<file path="src/logic/wosc_params.svh">
/*
 * Register indices, field positions, reset values and timing counts.
 * Assumes inclusion by bare name.
 */
`ifndef WOSC_PARAMS_SVH
`define WOSC_PARAMS_SVH

// ----------------------------------------------------------------------------
// Register indices (byte address is four times the index)
// ----------------------------------------------------------------------------
`define WOSC_IDX_STATUS      8'h30
`define WOSC_IDX_OPTIONS     8'h39
`define WOSC_IDX_MODE        8'h3c
`define WOSC_IDX_MAPPING     8'h3d
`define WOSC_IDX_STARTUP     8'h3f

// ----------------------------------------------------------------------------
// Field positions
// ----------------------------------------------------------------------------
`define WOSC_CFG_WDOG_DIS    2
`define WOSC_CFG_ROM_EN      1
`define WOSC_OPT_EDGE        5
`define WOSC_OPT_DELAY       4
`define WOSC_OPT_CME         3
`define WOSC_OPT_RATE_LSB    0
`define WOSC_MODE_SPECIAL    6
`define WOSC_MODE_MODE_A     5

// ----------------------------------------------------------------------------
// Reset values
// ----------------------------------------------------------------------------
`define WOSC_RST_MAPPING     8'h00
`define WOSC_RST_OPTIONS     8'h10
`define WOSC_RST_STARTUP     8'h02

// ----------------------------------------------------------------------------
// Timing counts in E-clock (pclk) cycles, ROM pages and RAM low limit
// ----------------------------------------------------------------------------
`define WOSC_WINDOW_CYC      7'd64
`define WOSC_STOP_DLY_CYC    12'd4000
`define WOSC_STOP_FAST_CYC   12'd4
`define WOSC_WDOG_DIV_LOG2   15
`define WOSC_ROM_PAGE_EXP    4'h7
`define WOSC_ROM_PAGE_STD    4'hf
`define WOSC_RAM_LOW_LIMIT   8'h40

`endif

</file>
<file path="src/logic/wosc_pkg.sv">
/*
 * Shared types of the configuration bank.
 * Assumes wosc_params.svh on the include path.
 */
`include "wosc_params.svh"

package wosc_pkg;

    // ------------------------------------------------------------------------
    // Option register fields as carried to the rest of the chip
    // ------------------------------------------------------------------------
    typedef struct packed {
        logic       interrupt_edge_select;
        logic       stop_wake_delay_enable;
        logic       clock_monitor_enable;
        logic [1:0] watchdog_rate_select;
    } wosc_opt_t;

    // ------------------------------------------------------------------------
    // Memory decoder hits
    // ------------------------------------------------------------------------
    typedef struct packed {
        logic reg_hit;
        logic ram_hit;
        logic rom_hit;
    } wosc_hit_t;

    // ------------------------------------------------------------------------
    // Stop wake-up sequencer
    // ------------------------------------------------------------------------
    typedef enum logic [0:0] {
        WOSC_RUN,
        WOSC_WAKE
    } wosc_wake_t;

endpackage

</file>
<file path="src/logic/wosc_top.sv">
/*
 * Write-once configuration bank: APB registers, memory decoder,
 * watchdog prescaler and stop wake-up delay.
 * Assumes an APB master on pclk and synchronous strap and request inputs.
 */
// The APB interface to the registers was left to the implementer.
//
// Notes on behaviour
// Normal mode: protected bits take one write, only within 64 cycles of reset.
// Special mode lets protected bits be written at any time.
// Software should program protected registers before clearing special mode.
// Normal mode: startup register takes one write; watchdog enabled out of reset.
// Startup register bits 7..3 and 0 read zero.
// Watchdog disable resets to zero; one disables the watchdog.
// ROM enable resets to one; once in normal, any time in special.
// ROM sits at page 7 in expanded mode, page F otherwise.
// Mapping register takes one write within 64 cycles, then read-only.
// RAM page bits give top digit; RAM decodes n040..n0FF, default page 0.
// Register page bits give top digit of 64-byte window n000..n03F.
// Registers and RAM take precedence over ROM on overlap.
// Edge, delay and rate option bits take one write after reset.
// Special mode: option protected bits writable at any time.
// Option bits 7, 6 and 2 read zero.
// Edge select zero is level, one is edge only; resets zero.
// Delay bit set: wake from stop waits about 4000 cycles.
// Delay bit clear: processing resumes about four cycles after stop.
// Watchdog clock is pclk over 2^15, scaled by rate bits.
// Clock monitor enable bit switches the monitor on or off.
// Special flag set when mode B low at reset; software may only clear.
// Refused protected writes are silently ignored.
// Clock monitor enable stays writable at any time.
`timescale 1ns/1ps
`default_nettype none
`include "wosc_params.svh"

module wosc_top
    import wosc_pkg::*;
#(
    parameter int WDOG_DIV_LOG2 = `WOSC_WDOG_DIV_LOG2
)
(
    input  wire logic        pclk,
    input  wire logic        presetn,
    input  wire logic        psel,
    input  wire logic        penable,
    input  wire logic        pwrite,
    input  wire logic [11:0] paddr,
    input  wire logic [31:0] pwdata,
    input  wire logic [3:0]  pstrb,
    output logic      [31:0] prdata,
    output logic             pready,
    output logic             pslverr,
    input  wire logic        mode_a_pin,
    input  wire logic        mode_b_pin,
    input  wire logic [15:0] cpu_addr,
    output wosc_hit_t        cpu_hit,
    input  wire logic        stop_exit_req,
    output logic             cpu_resume,
    output logic             watchdog_disable,
    output logic             rom_map_enable,
    output wosc_opt_t        options,
    output logic             special_mode_flag,
    output logic             watchdog_tick
);

    localparam int WCNT_W = WDOG_DIV_LOG2 + 6;

    // ------------------------------------------------------------------------
    // Helper functions
    // ------------------------------------------------------------------------

    // A protected write lands in special mode, or once inside the window.
    function automatic logic write_allowed(input logic special,
                                           input logic window_open,
                                           input logic done);
        write_allowed = special | (window_open & ~done);
    endfunction

    // True when the top hex digit of an address matches a page select.
    function automatic logic page_match(input logic [15:0] addr,
                                        input logic [3:0]  page);
        page_match = (addr[15:12] == page);
    endfunction

    // ------------------------------------------------------------------------
    // State registers
    // ------------------------------------------------------------------------
    logic              strap_done_reg, strap_done_next, special_reg, special_next;
    logic              mode_a_reg, mode_a_next, startup_done_reg, startup_done_next;
    logic              mapping_done_reg, mapping_done_next, options_done_reg, options_done_next;
    logic              wdog_dis_reg, wdog_dis_next, rom_en_reg, rom_en_next;
    logic              pready_reg, pready_next, pslverr_reg, pslverr_next;
    logic              resume_reg, resume_next, wtick_reg, wtick_next;
    logic [6:0]        window_cnt_reg, window_cnt_next;
    logic [3:0]        ram_page_reg, ram_page_next, reg_page_reg, reg_page_next;
    logic [11:0]       wake_cnt_reg, wake_cnt_next;
    logic [31:0]       prdata_reg, prdata_next;
    logic [WCNT_W-1:0] wcnt_reg, wcnt_next;
    wosc_opt_t         opt_reg, opt_next;
    wosc_hit_t         hit_reg, hit_next;
    wosc_wake_t        wake_reg, wake_next;

    // ------------------------------------------------------------------------
    // Bus decode
    // ------------------------------------------------------------------------
    logic [7:0] reg_index, wbyte;
    logic       byte_aligned, mapped, wr_commit, window_open;
    logic       hit_status, hit_options, hit_mode, hit_mapping, hit_startup;

    // Registers are one word apart; misaligned accesses index 0xff, which is unused.
    assign reg_index    = byte_aligned ? paddr[9:2] : 8'hff;
    assign byte_aligned = (paddr[1:0] == 2'b00) && (paddr[11:10] == 2'b00);
    assign wbyte        = pwdata[7:0];
    assign window_open  = (window_cnt_reg < `WOSC_WINDOW_CYC);

    // Address decode by if and else-if so each index maps to one register.
    always_comb
    begin
        hit_status  = 1'b0;
        hit_options = 1'b0;
        hit_mode    = 1'b0;
        hit_mapping = 1'b0;
        hit_startup = 1'b0;
        if (reg_index == `WOSC_IDX_STATUS)
        begin
            hit_status = 1'b1;
        end
        else if (reg_index == `WOSC_IDX_OPTIONS)
        begin
            hit_options = 1'b1;
        end
        else if (reg_index == `WOSC_IDX_MODE)
        begin
            hit_mode = 1'b1;
        end
        else if (reg_index == `WOSC_IDX_MAPPING)
        begin
            hit_mapping = 1'b1;
        end
        else if (reg_index == `WOSC_IDX_STARTUP)
        begin
            hit_startup = 1'b1;
        end
    end

    assign mapped = hit_status | hit_options | hit_mode | hit_mapping | hit_startup;

    // A write takes effect only at the edge that closes the access phase,
    // and only when the byte lane holding the register is strobed.
    assign wr_commit = psel & penable & pready_reg & pwrite & mapped & pstrb[0];

    // ------------------------------------------------------------------------
    // APB response: no wait states, data captured during the setup cycle
    // ------------------------------------------------------------------------
    always_comb
    begin
        pready_next  = psel & ~penable;
        pslverr_next = psel & ~penable & ~mapped;
        prdata_next  = prdata_reg;
        if (psel && !penable)
        begin
            prdata_next = 32'h0000_0000;
            if (hit_startup)
            begin
                // Unimplemented bits stay zero.
                prdata_next[`WOSC_CFG_WDOG_DIS] = wdog_dis_reg;
                prdata_next[`WOSC_CFG_ROM_EN]   = rom_en_reg;
            end
            else if (hit_mapping)
            begin
                prdata_next[7:0] = {ram_page_reg, reg_page_reg};
            end
            else if (hit_options)
            begin
                prdata_next[`WOSC_OPT_EDGE]  = opt_reg.interrupt_edge_select;
                prdata_next[`WOSC_OPT_DELAY] = opt_reg.stop_wake_delay_enable;
                prdata_next[`WOSC_OPT_CME]   = opt_reg.clock_monitor_enable;
                prdata_next[1:0]             = opt_reg.watchdog_rate_select;
            end
            else if (hit_mode)
            begin
                prdata_next[`WOSC_MODE_SPECIAL] = special_reg;
                prdata_next[`WOSC_MODE_MODE_A]  = mode_a_reg;
            end
            else if (hit_status)
            begin
                prdata_next[3:0] = {options_done_reg, mapping_done_reg,
                                    startup_done_reg, window_open};
            end
        end
    end

    // ------------------------------------------------------------------------
    // Strap capture and window counter
    // ------------------------------------------------------------------------

    // Straps land at the first edge after reset; the window counts each cycle until it holds at 64.
    always_comb
    begin
        strap_done_next = 1'b1;
        special_next    = special_reg;
        mode_a_next     = mode_a_reg;
        window_cnt_next = window_cnt_reg;
        if (!strap_done_reg)
        begin
            special_next = ~mode_b_pin;
            mode_a_next  = mode_a_pin;
        end
        else if (wr_commit && hit_mode && !wbyte[`WOSC_MODE_SPECIAL])
        begin
            special_next = 1'b0;
        end
        if (window_open)
        begin
            window_cnt_next = window_cnt_reg + 7'd1;
        end
    end

    // ------------------------------------------------------------------------
    // Protected configuration registers
    // ------------------------------------------------------------------------

    // Refused writes fall through with every value held except the monitor enable.
    always_comb
    begin
        startup_done_next = startup_done_reg;
        mapping_done_next = mapping_done_reg;
        options_done_next = options_done_reg;
        wdog_dis_next     = wdog_dis_reg;
        rom_en_next       = rom_en_reg;
        ram_page_next     = ram_page_reg;
        reg_page_next     = reg_page_reg;
        opt_next          = opt_reg;
        if (wr_commit && hit_startup &&
            write_allowed(special_reg, window_open, startup_done_reg))
        begin
            wdog_dis_next     = wbyte[`WOSC_CFG_WDOG_DIS];
            rom_en_next       = wbyte[`WOSC_CFG_ROM_EN];
            startup_done_next = 1'b1;
        end
        if (wr_commit && hit_mapping &&
            write_allowed(special_reg, window_open, mapping_done_reg))
        begin
            ram_page_next     = wbyte[7:4];
            reg_page_next     = wbyte[3:0];
            mapping_done_next = 1'b1;
        end
        if (wr_commit && hit_options)
        begin
            // The monitor enable is not time protected.
            opt_next.clock_monitor_enable = wbyte[`WOSC_OPT_CME];
            if (write_allowed(special_reg, window_open, options_done_reg))
            begin
                opt_next.interrupt_edge_select  = wbyte[`WOSC_OPT_EDGE];
                opt_next.stop_wake_delay_enable = wbyte[`WOSC_OPT_DELAY];
                opt_next.watchdog_rate_select   = wbyte[1:0];
                options_done_next               = 1'b1;
            end
        end
    end

    // ------------------------------------------------------------------------
    // Memory window decoder
    // ------------------------------------------------------------------------

    // Result is one cycle behind the address; registers beat RAM beat ROM.
    always_comb
    begin
        logic reg_win;
        logic ram_win;
        logic rom_win;
        logic [3:0] rom_page;
        reg_win  = page_match(cpu_addr, reg_page_reg) && (cpu_addr[11:6] == 6'h00);
        ram_win  = page_match(cpu_addr, ram_page_reg) && (cpu_addr[11:8] == 4'h0) &&
                   (cpu_addr[7:0] >= `WOSC_RAM_LOW_LIMIT);
        rom_page = (!special_reg && mode_a_reg) ? `WOSC_ROM_PAGE_EXP
                                                : `WOSC_ROM_PAGE_STD;
        rom_win  = rom_en_reg && page_match(cpu_addr, rom_page);
        hit_next.reg_hit = reg_win;
        hit_next.ram_hit = ram_win & ~reg_win;
        hit_next.rom_hit = rom_win & ~reg_win & ~ram_win;
    end

    // ------------------------------------------------------------------------
    // Stop wake-up sequencer
    // ------------------------------------------------------------------------

    // The delay choice is sampled when stop ends; a new request mid-wait
    // is ignored so the oscillator always gets its full settling time.
    always_comb
    begin
        wake_next     = wake_reg;
        wake_cnt_next = wake_cnt_reg;
        resume_next   = 1'b0;
        case (wake_reg)
            WOSC_RUN:
            begin
                if (stop_exit_req)
                begin
                    wake_next     = WOSC_WAKE;
                    wake_cnt_next = opt_reg.stop_wake_delay_enable ?
                                    `WOSC_STOP_DLY_CYC - 12'd1 :
                                    `WOSC_STOP_FAST_CYC - 12'd1;
                end
            end
            WOSC_WAKE:
            begin
                if (wake_cnt_reg == 12'd0)
                begin
                    wake_next   = WOSC_RUN;
                    resume_next = 1'b1;
                end
                else
                begin
                    wake_cnt_next = wake_cnt_reg - 12'd1;
                end
            end
            default:
            begin
                wake_next = WOSC_RUN;
            end
        endcase
    end

    // ------------------------------------------------------------------------
    // Watchdog prescaler
    // ------------------------------------------------------------------------

    // One tick per 2^(15+2*rate) cycles: factors 1, 4, 16 and 64.
    always_comb
    begin
        int lim;
        logic [WCNT_W-1:0] mask;
        lim  = WDOG_DIV_LOG2 + 2 * int'(opt_reg.watchdog_rate_select);
        mask = '0;
        for (int i = 0; i < WCNT_W; i++)
        begin
            mask[i] = (i < lim);
        end
        wtick_next = ((wcnt_reg & mask) == mask);
        wcnt_next  = wcnt_reg + {{(WCNT_W-1){1'b0}}, 1'b1};
    end

    // ------------------------------------------------------------------------
    // Registers
    // ------------------------------------------------------------------------
    always_ff @(posedge pclk or negedge presetn)
    begin
        if (!presetn)
        begin
            strap_done_reg   <= 1'b0;
            special_reg      <= 1'b0;
            mode_a_reg       <= 1'b0;
            window_cnt_reg   <= 7'd0;
            startup_done_reg <= 1'b0;
            mapping_done_reg <= 1'b0;
            options_done_reg <= 1'b0;
            wdog_dis_reg     <= 1'(`WOSC_RST_STARTUP >> `WOSC_CFG_WDOG_DIS);
            rom_en_reg       <= 1'b1;
            ram_page_reg     <= 4'(`WOSC_RST_MAPPING >> 4);
            reg_page_reg     <= 4'(`WOSC_RST_MAPPING);
            opt_reg          <= 5'(`WOSC_RST_OPTIONS >> 1) | 5'(`WOSC_RST_OPTIONS & 8'h03);
            prdata_reg       <= 32'h0000_0000;
            pready_reg       <= 1'b0;
            pslverr_reg      <= 1'b0;
            hit_reg          <= '0;
            wake_reg         <= WOSC_RUN;
            wake_cnt_reg     <= 12'd0;
            resume_reg       <= 1'b0;
            wcnt_reg         <= '0;
            wtick_reg        <= 1'b0;
        end
        else
        begin
            strap_done_reg   <= strap_done_next;
            special_reg      <= special_next;
            mode_a_reg       <= mode_a_next;
            window_cnt_reg   <= window_cnt_next;
            startup_done_reg <= startup_done_next;
            mapping_done_reg <= mapping_done_next;
            options_done_reg <= options_done_next;
            wdog_dis_reg     <= wdog_dis_next;
            rom_en_reg       <= rom_en_next;
            ram_page_reg     <= ram_page_next;
            reg_page_reg     <= reg_page_next;
            opt_reg          <= opt_next;
            prdata_reg       <= prdata_next;
            pready_reg       <= pready_next;
            pslverr_reg      <= pslverr_next;
            hit_reg          <= hit_next;
            wake_reg         <= wake_next;
            wake_cnt_reg     <= wake_cnt_next;
            resume_reg       <= resume_next;
            wcnt_reg         <= wcnt_next;
            wtick_reg        <= wtick_next;
        end
    end

    // ------------------------------------------------------------------------
    // Outputs
    // ------------------------------------------------------------------------
    assign prdata            = prdata_reg;
    assign pready            = pready_reg;
    assign pslverr           = pslverr_reg;
    assign cpu_hit           = hit_reg;
    assign cpu_resume        = resume_reg;
    assign watchdog_disable  = wdog_dis_reg;
    assign rom_map_enable    = rom_en_reg;
    assign options           = opt_reg;
    assign special_mode_flag = special_reg;
    assign watchdog_tick     = wtick_reg;

endmodule

`default_nettype wire

</file>
<file path="config.mk">
export PLATFORM = sky130hd
export DESIGN_NAME = wosc_top
export DESIGN_NICKNAME = d
export VERILOG_FILES = /design/src/logic/wosc_pkg.sv /design/src/logic/wosc_top.sv
export VERILOG_INCLUDE_DIRS = /design/src /design/src/logic
export SDC_FILE = /design/constraint.sdc
export NUM_CORES = 1
export LEC_CHECK = 0
export ABC_AREA = 1
export BUFFER_PORTS_ARGS = -buffer_cell sky130_fd_sc_hd__buf_4
export CAP_MARGIN = 15
export CORE_UTILIZATION = 41
export DETAILED_ROUTE_END_ITERATION = 12
export GPL_ROUTABILITY_DRIVEN = 0
export HOLD_SLACK_MARGIN = 0.06
export PLACE_DENSITY = 0.72
export SLEW_MARGIN = 20
export SYNTH_ARGS = -nofsm -noshare
export SYNTH_HDL_FRONTEND = slang
export SYNTH_SLANG_ARGS = --single-unit
</file>
<file path="constraint.sdc">
create_clock -name pclk -period 1.5 [get_ports pclk]
set_input_delay 0.225 -clock pclk [delete_from_list [all_inputs] [get_ports pclk]]
set_output_delay 0.225 -clock pclk [all_outputs]
set_load 0.005 [all_outputs]
</file>
Word level (Yosys, flattened, before mapping)
Cells that the tools add are included.
- add/subtract/negate cells: 4
- $lt $le $gt $ge: 23
- equality and inequality tests: 12
- muxes and demuxes: 42
- bitwise operators: 30
- reductions and logical operators: 24
- operators by type and width (kind ; number):
    $eq 8x6->1 const B ; 5
    $lt 4x5->1 const A ; 8
    $mux 12 ; 3
    $mux 1 ; 28
    $lt 5x5->1 const A ; 5
    $pmux 12 s2 ; 1
    $add 21x1->21 const B ; 1
    $and 21x21->21 ; 1
    $eq 21x21->1 ; 1
    $lt 3x5->1 const A ; 4
    $logic_and 1x1->1 ; 14
    $and 1x1->1 ; 13
    $eq 4x4->1 ; 3
    $logic_not 12->1 ; 1
    $mux 4 ; 3
    $sub 12x1->12 const B ; 1
    $lt 1x5->1 const A ; 2
    $lt 2x5->1 const A ; 2
    $not 1->1 ; 9
    $ge 8x7->1 const B ; 1
    $mux 8 ; 1
    $add 7x1->7 const B ; 1
    $lt 7x7->1 const B ; 1
    $mux 7 ; 1
    12 further kinds ; 25
- register bits after elaboration: 77
- input bits: 72
- word-level logic and storage cells: 161

Longest topological paths before layout
- word-level depth: 16
- mapped depth: 10
- mapped depth without buffers: 10

Worst setup path before layout
Ideal clock, no wire load.
- kind: reg-to-reg
- from: reg wake_cnt_reg[0]
- to: reg wake_cnt_reg[10]
- setup time: 0.123 ns
- arrival: 1.411 ns
- required time: 1.377 ns
- slack: -0.034 ns
- stages on the path, launching flop included: 9
- period minus slack after synthesis: 1.534 ns
- cell sequence: dfrtp_1 > inv_1 > ha_1 > nand4_1 > o22ai_2 > a21oi_1 > nand2_1 > o21ai_0 > nand2_1
- word-level cells in the longest chain between the ends: 3
- elaborated cells on any way between the ends: 6
- classes of those cells: add/sub (1); eq/ne (1); mux (2); reduce/logical (2)
- ends and longest elaborated chain (item ; line ; text):
    start, declared ; wosc_top.sv:96 ; logic [11:0] wake_cnt_reg, wake_cnt_next;
    start signal, assigned ; wosc_top.sv:392 ; wake_cnt_reg <= wake_cnt_next;
    $sub 12x1->12 / $logic_not 12->1 (equally long branches) ; wosc_top.sv:315, wosc_top.sv:308 ;
    $mux 12 / $ne 2x2->1 (equally long branches) ; -- ;
    $pmux 12 s2 / $reduce_and 2->1 (equally long branches) ; -- ;
Parallel ways exist; a longest one is shown, timed or not. The select of a mux whose other input is x is not followed.
A chain may end at the register's enable or synchronous reset.

Worst setup path in the final report
- from: reg wake_cnt_reg[1]
- to: reg wake_cnt_reg[1]
The elaborated chain is that of the path after synthesis.

==> out/qor.csv <==
metric;value;unit
status;finished with violations;
violations;setup timing;
async_reset_ff_share;100.0;%
synth_edf_count;0;
switching_power;1.648;mW
clk-insertion-delay-late;0.35;ns
clockPowerShare;30.4;%
skew;0.01099;ns
ant_nets;0;
grt_start_max_net_pins;44;
cts_sinks;77;
vias;3525;
n_fill_cell;906;
cp_max_fo;3;
synth_top_flop_cell;dfrtp_1;
die_w;103.1;um
antenna_found_initial;0;
rsz0062_at_grt;true;
die_y;103.1;um
htree_levels;3;
regArea;1929;sq um
yosys.cell_types.count;44;
drtIter0Drc;110;
dp_slack;-0.1051;ns
dieArea;10630;sq um
gr-usage-all-layers;18.87;%
avgSynthCellArea;8.584;sq um
drc;0;
hold_violations;0;
required;1.77;ns
area_growth_syn_to_layout;27.39;%
path_class;register to register;
dp_hpwl;6964;um
synth-seq-area-share;46.06;%
path_clk_slew;0.08;ns
grt_overflow;0;
ys_seq_elements;77;
boundaryPins;119;
grt_pass1_wl;15270;um
start_util;42.66;%
first_pass_iters;4;
p_comb_share;23.6;%
swShare;31.05;%
start_kind;register;
synthTopCellsByArea;dfrtp_1 (45%), nand2_1 (9.1%), inv_1 (6.4%);
min_path_type;input port to register;
drt-wirelength-per-cell;13.16;um
drive_above_1_share;28.64;%
num_antenna_cells;0;
cts_buffer_depth;2;
stdcell_count;730;
cts_made_buffers;9;
core;9819;sq um
synth_warnings;0;
p_int;3.661;mW
p_per_area;995.0;nW/um^2
synth.largest_area_cell;dfrtp_1;
ys_top_cells_by_count;nand2_1 (101), dfrtp_1 (75), inv_1 (71);
ir_worst_vdd;0.0004550;V
numPortBuffers;61;
routed_wl;9605;um
synth_area;4189;sq um
end_kind;register;
worstPathArrival;1.81;ns
syn_inst;488;
setup-violations-final;7;
cts_root_buf;clkbuf_8;
fmax;0.6470;GHz
largest_reg_flops;21;
multi_input_area;2013;sq um
leakage;2.693;nW
fin_crit_sh;103.0;%
tritoncts;yes;
nNetsFinal;670;
max-cap-violations;0;
yosysTopAreaCellShare;44.80;%
layout_min_cycle_time;1.546;ns
viasPerCell;4.829;
synth_most_common_cell;nand2_1;
finalMaxSlewViolations;0;
std_cell_rows;36;
dpl.cell_count;706;
grt_pass1_vias;3342;
p_seq_share;46.1;%
finalWorstSetupSlack;-0.04571;ns
[worst paths after layout]
check	start	to	slack [ns]	cells past startpoint
worst max-delay path	wake_cnt_reg[1]$_DFFE_PN0P_	wake_cnt_reg[1]$_DFFE_PN0P_	-0.05	8
worst min-delay path	pwdata[4]	options[3]$_DFFE_PN1P_	0.1	3
worst max register to register	wake_cnt_reg[1]$_DFFE_PN0P_	wake_cnt_reg[1]$_DFFE_PN0P_	-0.05	8
worst min register to register	options_done_reg$_DFFE_PN0P_	options_done_reg$_DFFE_PN0P_	0.47	2
max in group asynchronous	presetn	options[3]$_DFFE_PN1P_	0.65	3
min in group asynchronous	presetn	wcnt_reg[17]$_DFF_PN0_	0.27	2
[metrics by stage]
stage | TNS [ns] | util [%] | cell area (sq um) | hold slack (ns) | power (mW)
floorplan | 0 | - | 4279 | -0.07059 | 3.095
global placement | -0.1902 | 50.18 | 4927 | 0.09773 | 3.403
detailed placement | -0.7231 | 50.18 | 4927 | 0.1048 | 3.454
CTS | 0 | 52.61 | 5166 | 0.08436 | 5.100
global route | -1.307 | 54.35 | 5336 | 0.07909 | 5.572
finish | -0.1251 | 54.35 | 5336 | 0.09515 | 5.309
[per-layer routing]
layer / up-vias / GRT usage, % / wire length [um]
met5: - / 0 / 0
met4: 0 / 5.742 / 80
met3: 8 / 4.068 / 340
met2: 93 / 32.56 / 4971
met1: 1693 / 23.74 / 4213
li1: 1731 / - / -
[kinds of logic after synthesis]
logic type      share of synthesized area (%)
xor+xnor                                6.063
simple gates                            24.76
compound gates                          9.498
flops                                   46.06
fa+ha+maj                               1.792
other cells                            0.1793
mux                                    0.2688
buf+inv                                 11.38
[layout make-up]
| class | instances | share of cell area (%) |
|---|---|---|
| Inverter | 72 | 5.064 |
| Tap cell | 133 | 3.118 |
| Timing Repair Buffer | 98 | 14.14 |
| Clock buffer | 13 | 2.978 |
| Sequential cell | 77 | 36.15 |
| Clock inverter | 3 | 0.8206 |
| Multi-Input combinational cell | 334 | 37.73 |
[repair_timing]
action	4_1_cts	5_1_grt
resized for setup	7	31
endpoints found under the setup margin	3	22
endpoints found under the hold margin	70	0
pin swaps	2	12
buffers inserted	0	7
cloned	0	1
hold buffers	1	0
[layout by cell type (no fill, tap or decap), drive strengths merged, types with 2 or more instances in the layout]
cell type / n
nand2: 106
buf: 97
dfrtp: 75
inv: 72
nor2: 50
o21ai: 33
conb: 25
xor2: 22
nand3: 22
nand4: 16
clkbuf: 13
a21oi: 10
nor3: 10
a22oi: 8
xnor2: 7
ha: 6
o211ai: 3
nor4: 3
o2111ai: 2
nand3b: 2
dfstp: 2
a221oi: 2
o31ai: 2
clkinv: 2
[critical path: stages (launching register included)]
cell and delay [ns]:
dfrtp_1 0.39, inv_2 0.09, ha_4 0.16, nand3_4 0.09
nor3_4 0.18, nand4_1 0.15, nor2_2 0.17, nor2_1 0.08
a22oi_1 0.16
[power groups by stage]
| stage | logic [mW] | registers [mW] | clock network [mW] |
|---|---|---|---|
| 3_3_place_gp | 0.965 | 2.44 | 0 |
| 3_5_place_dp | 1.01 | 2.44 | 0 |
| 6_report | 1.25 | 2.45 | 1.61 |
| 5_1_grt | 1.38 | 2.47 | 1.72 |
| 4_1_cts | 1.04 | 2.42 | 1.64 |
| 2_1_floorplan | 0.683 | 2.41 | 0 |
Note: power is estimated with default switching activity, not from simulation.
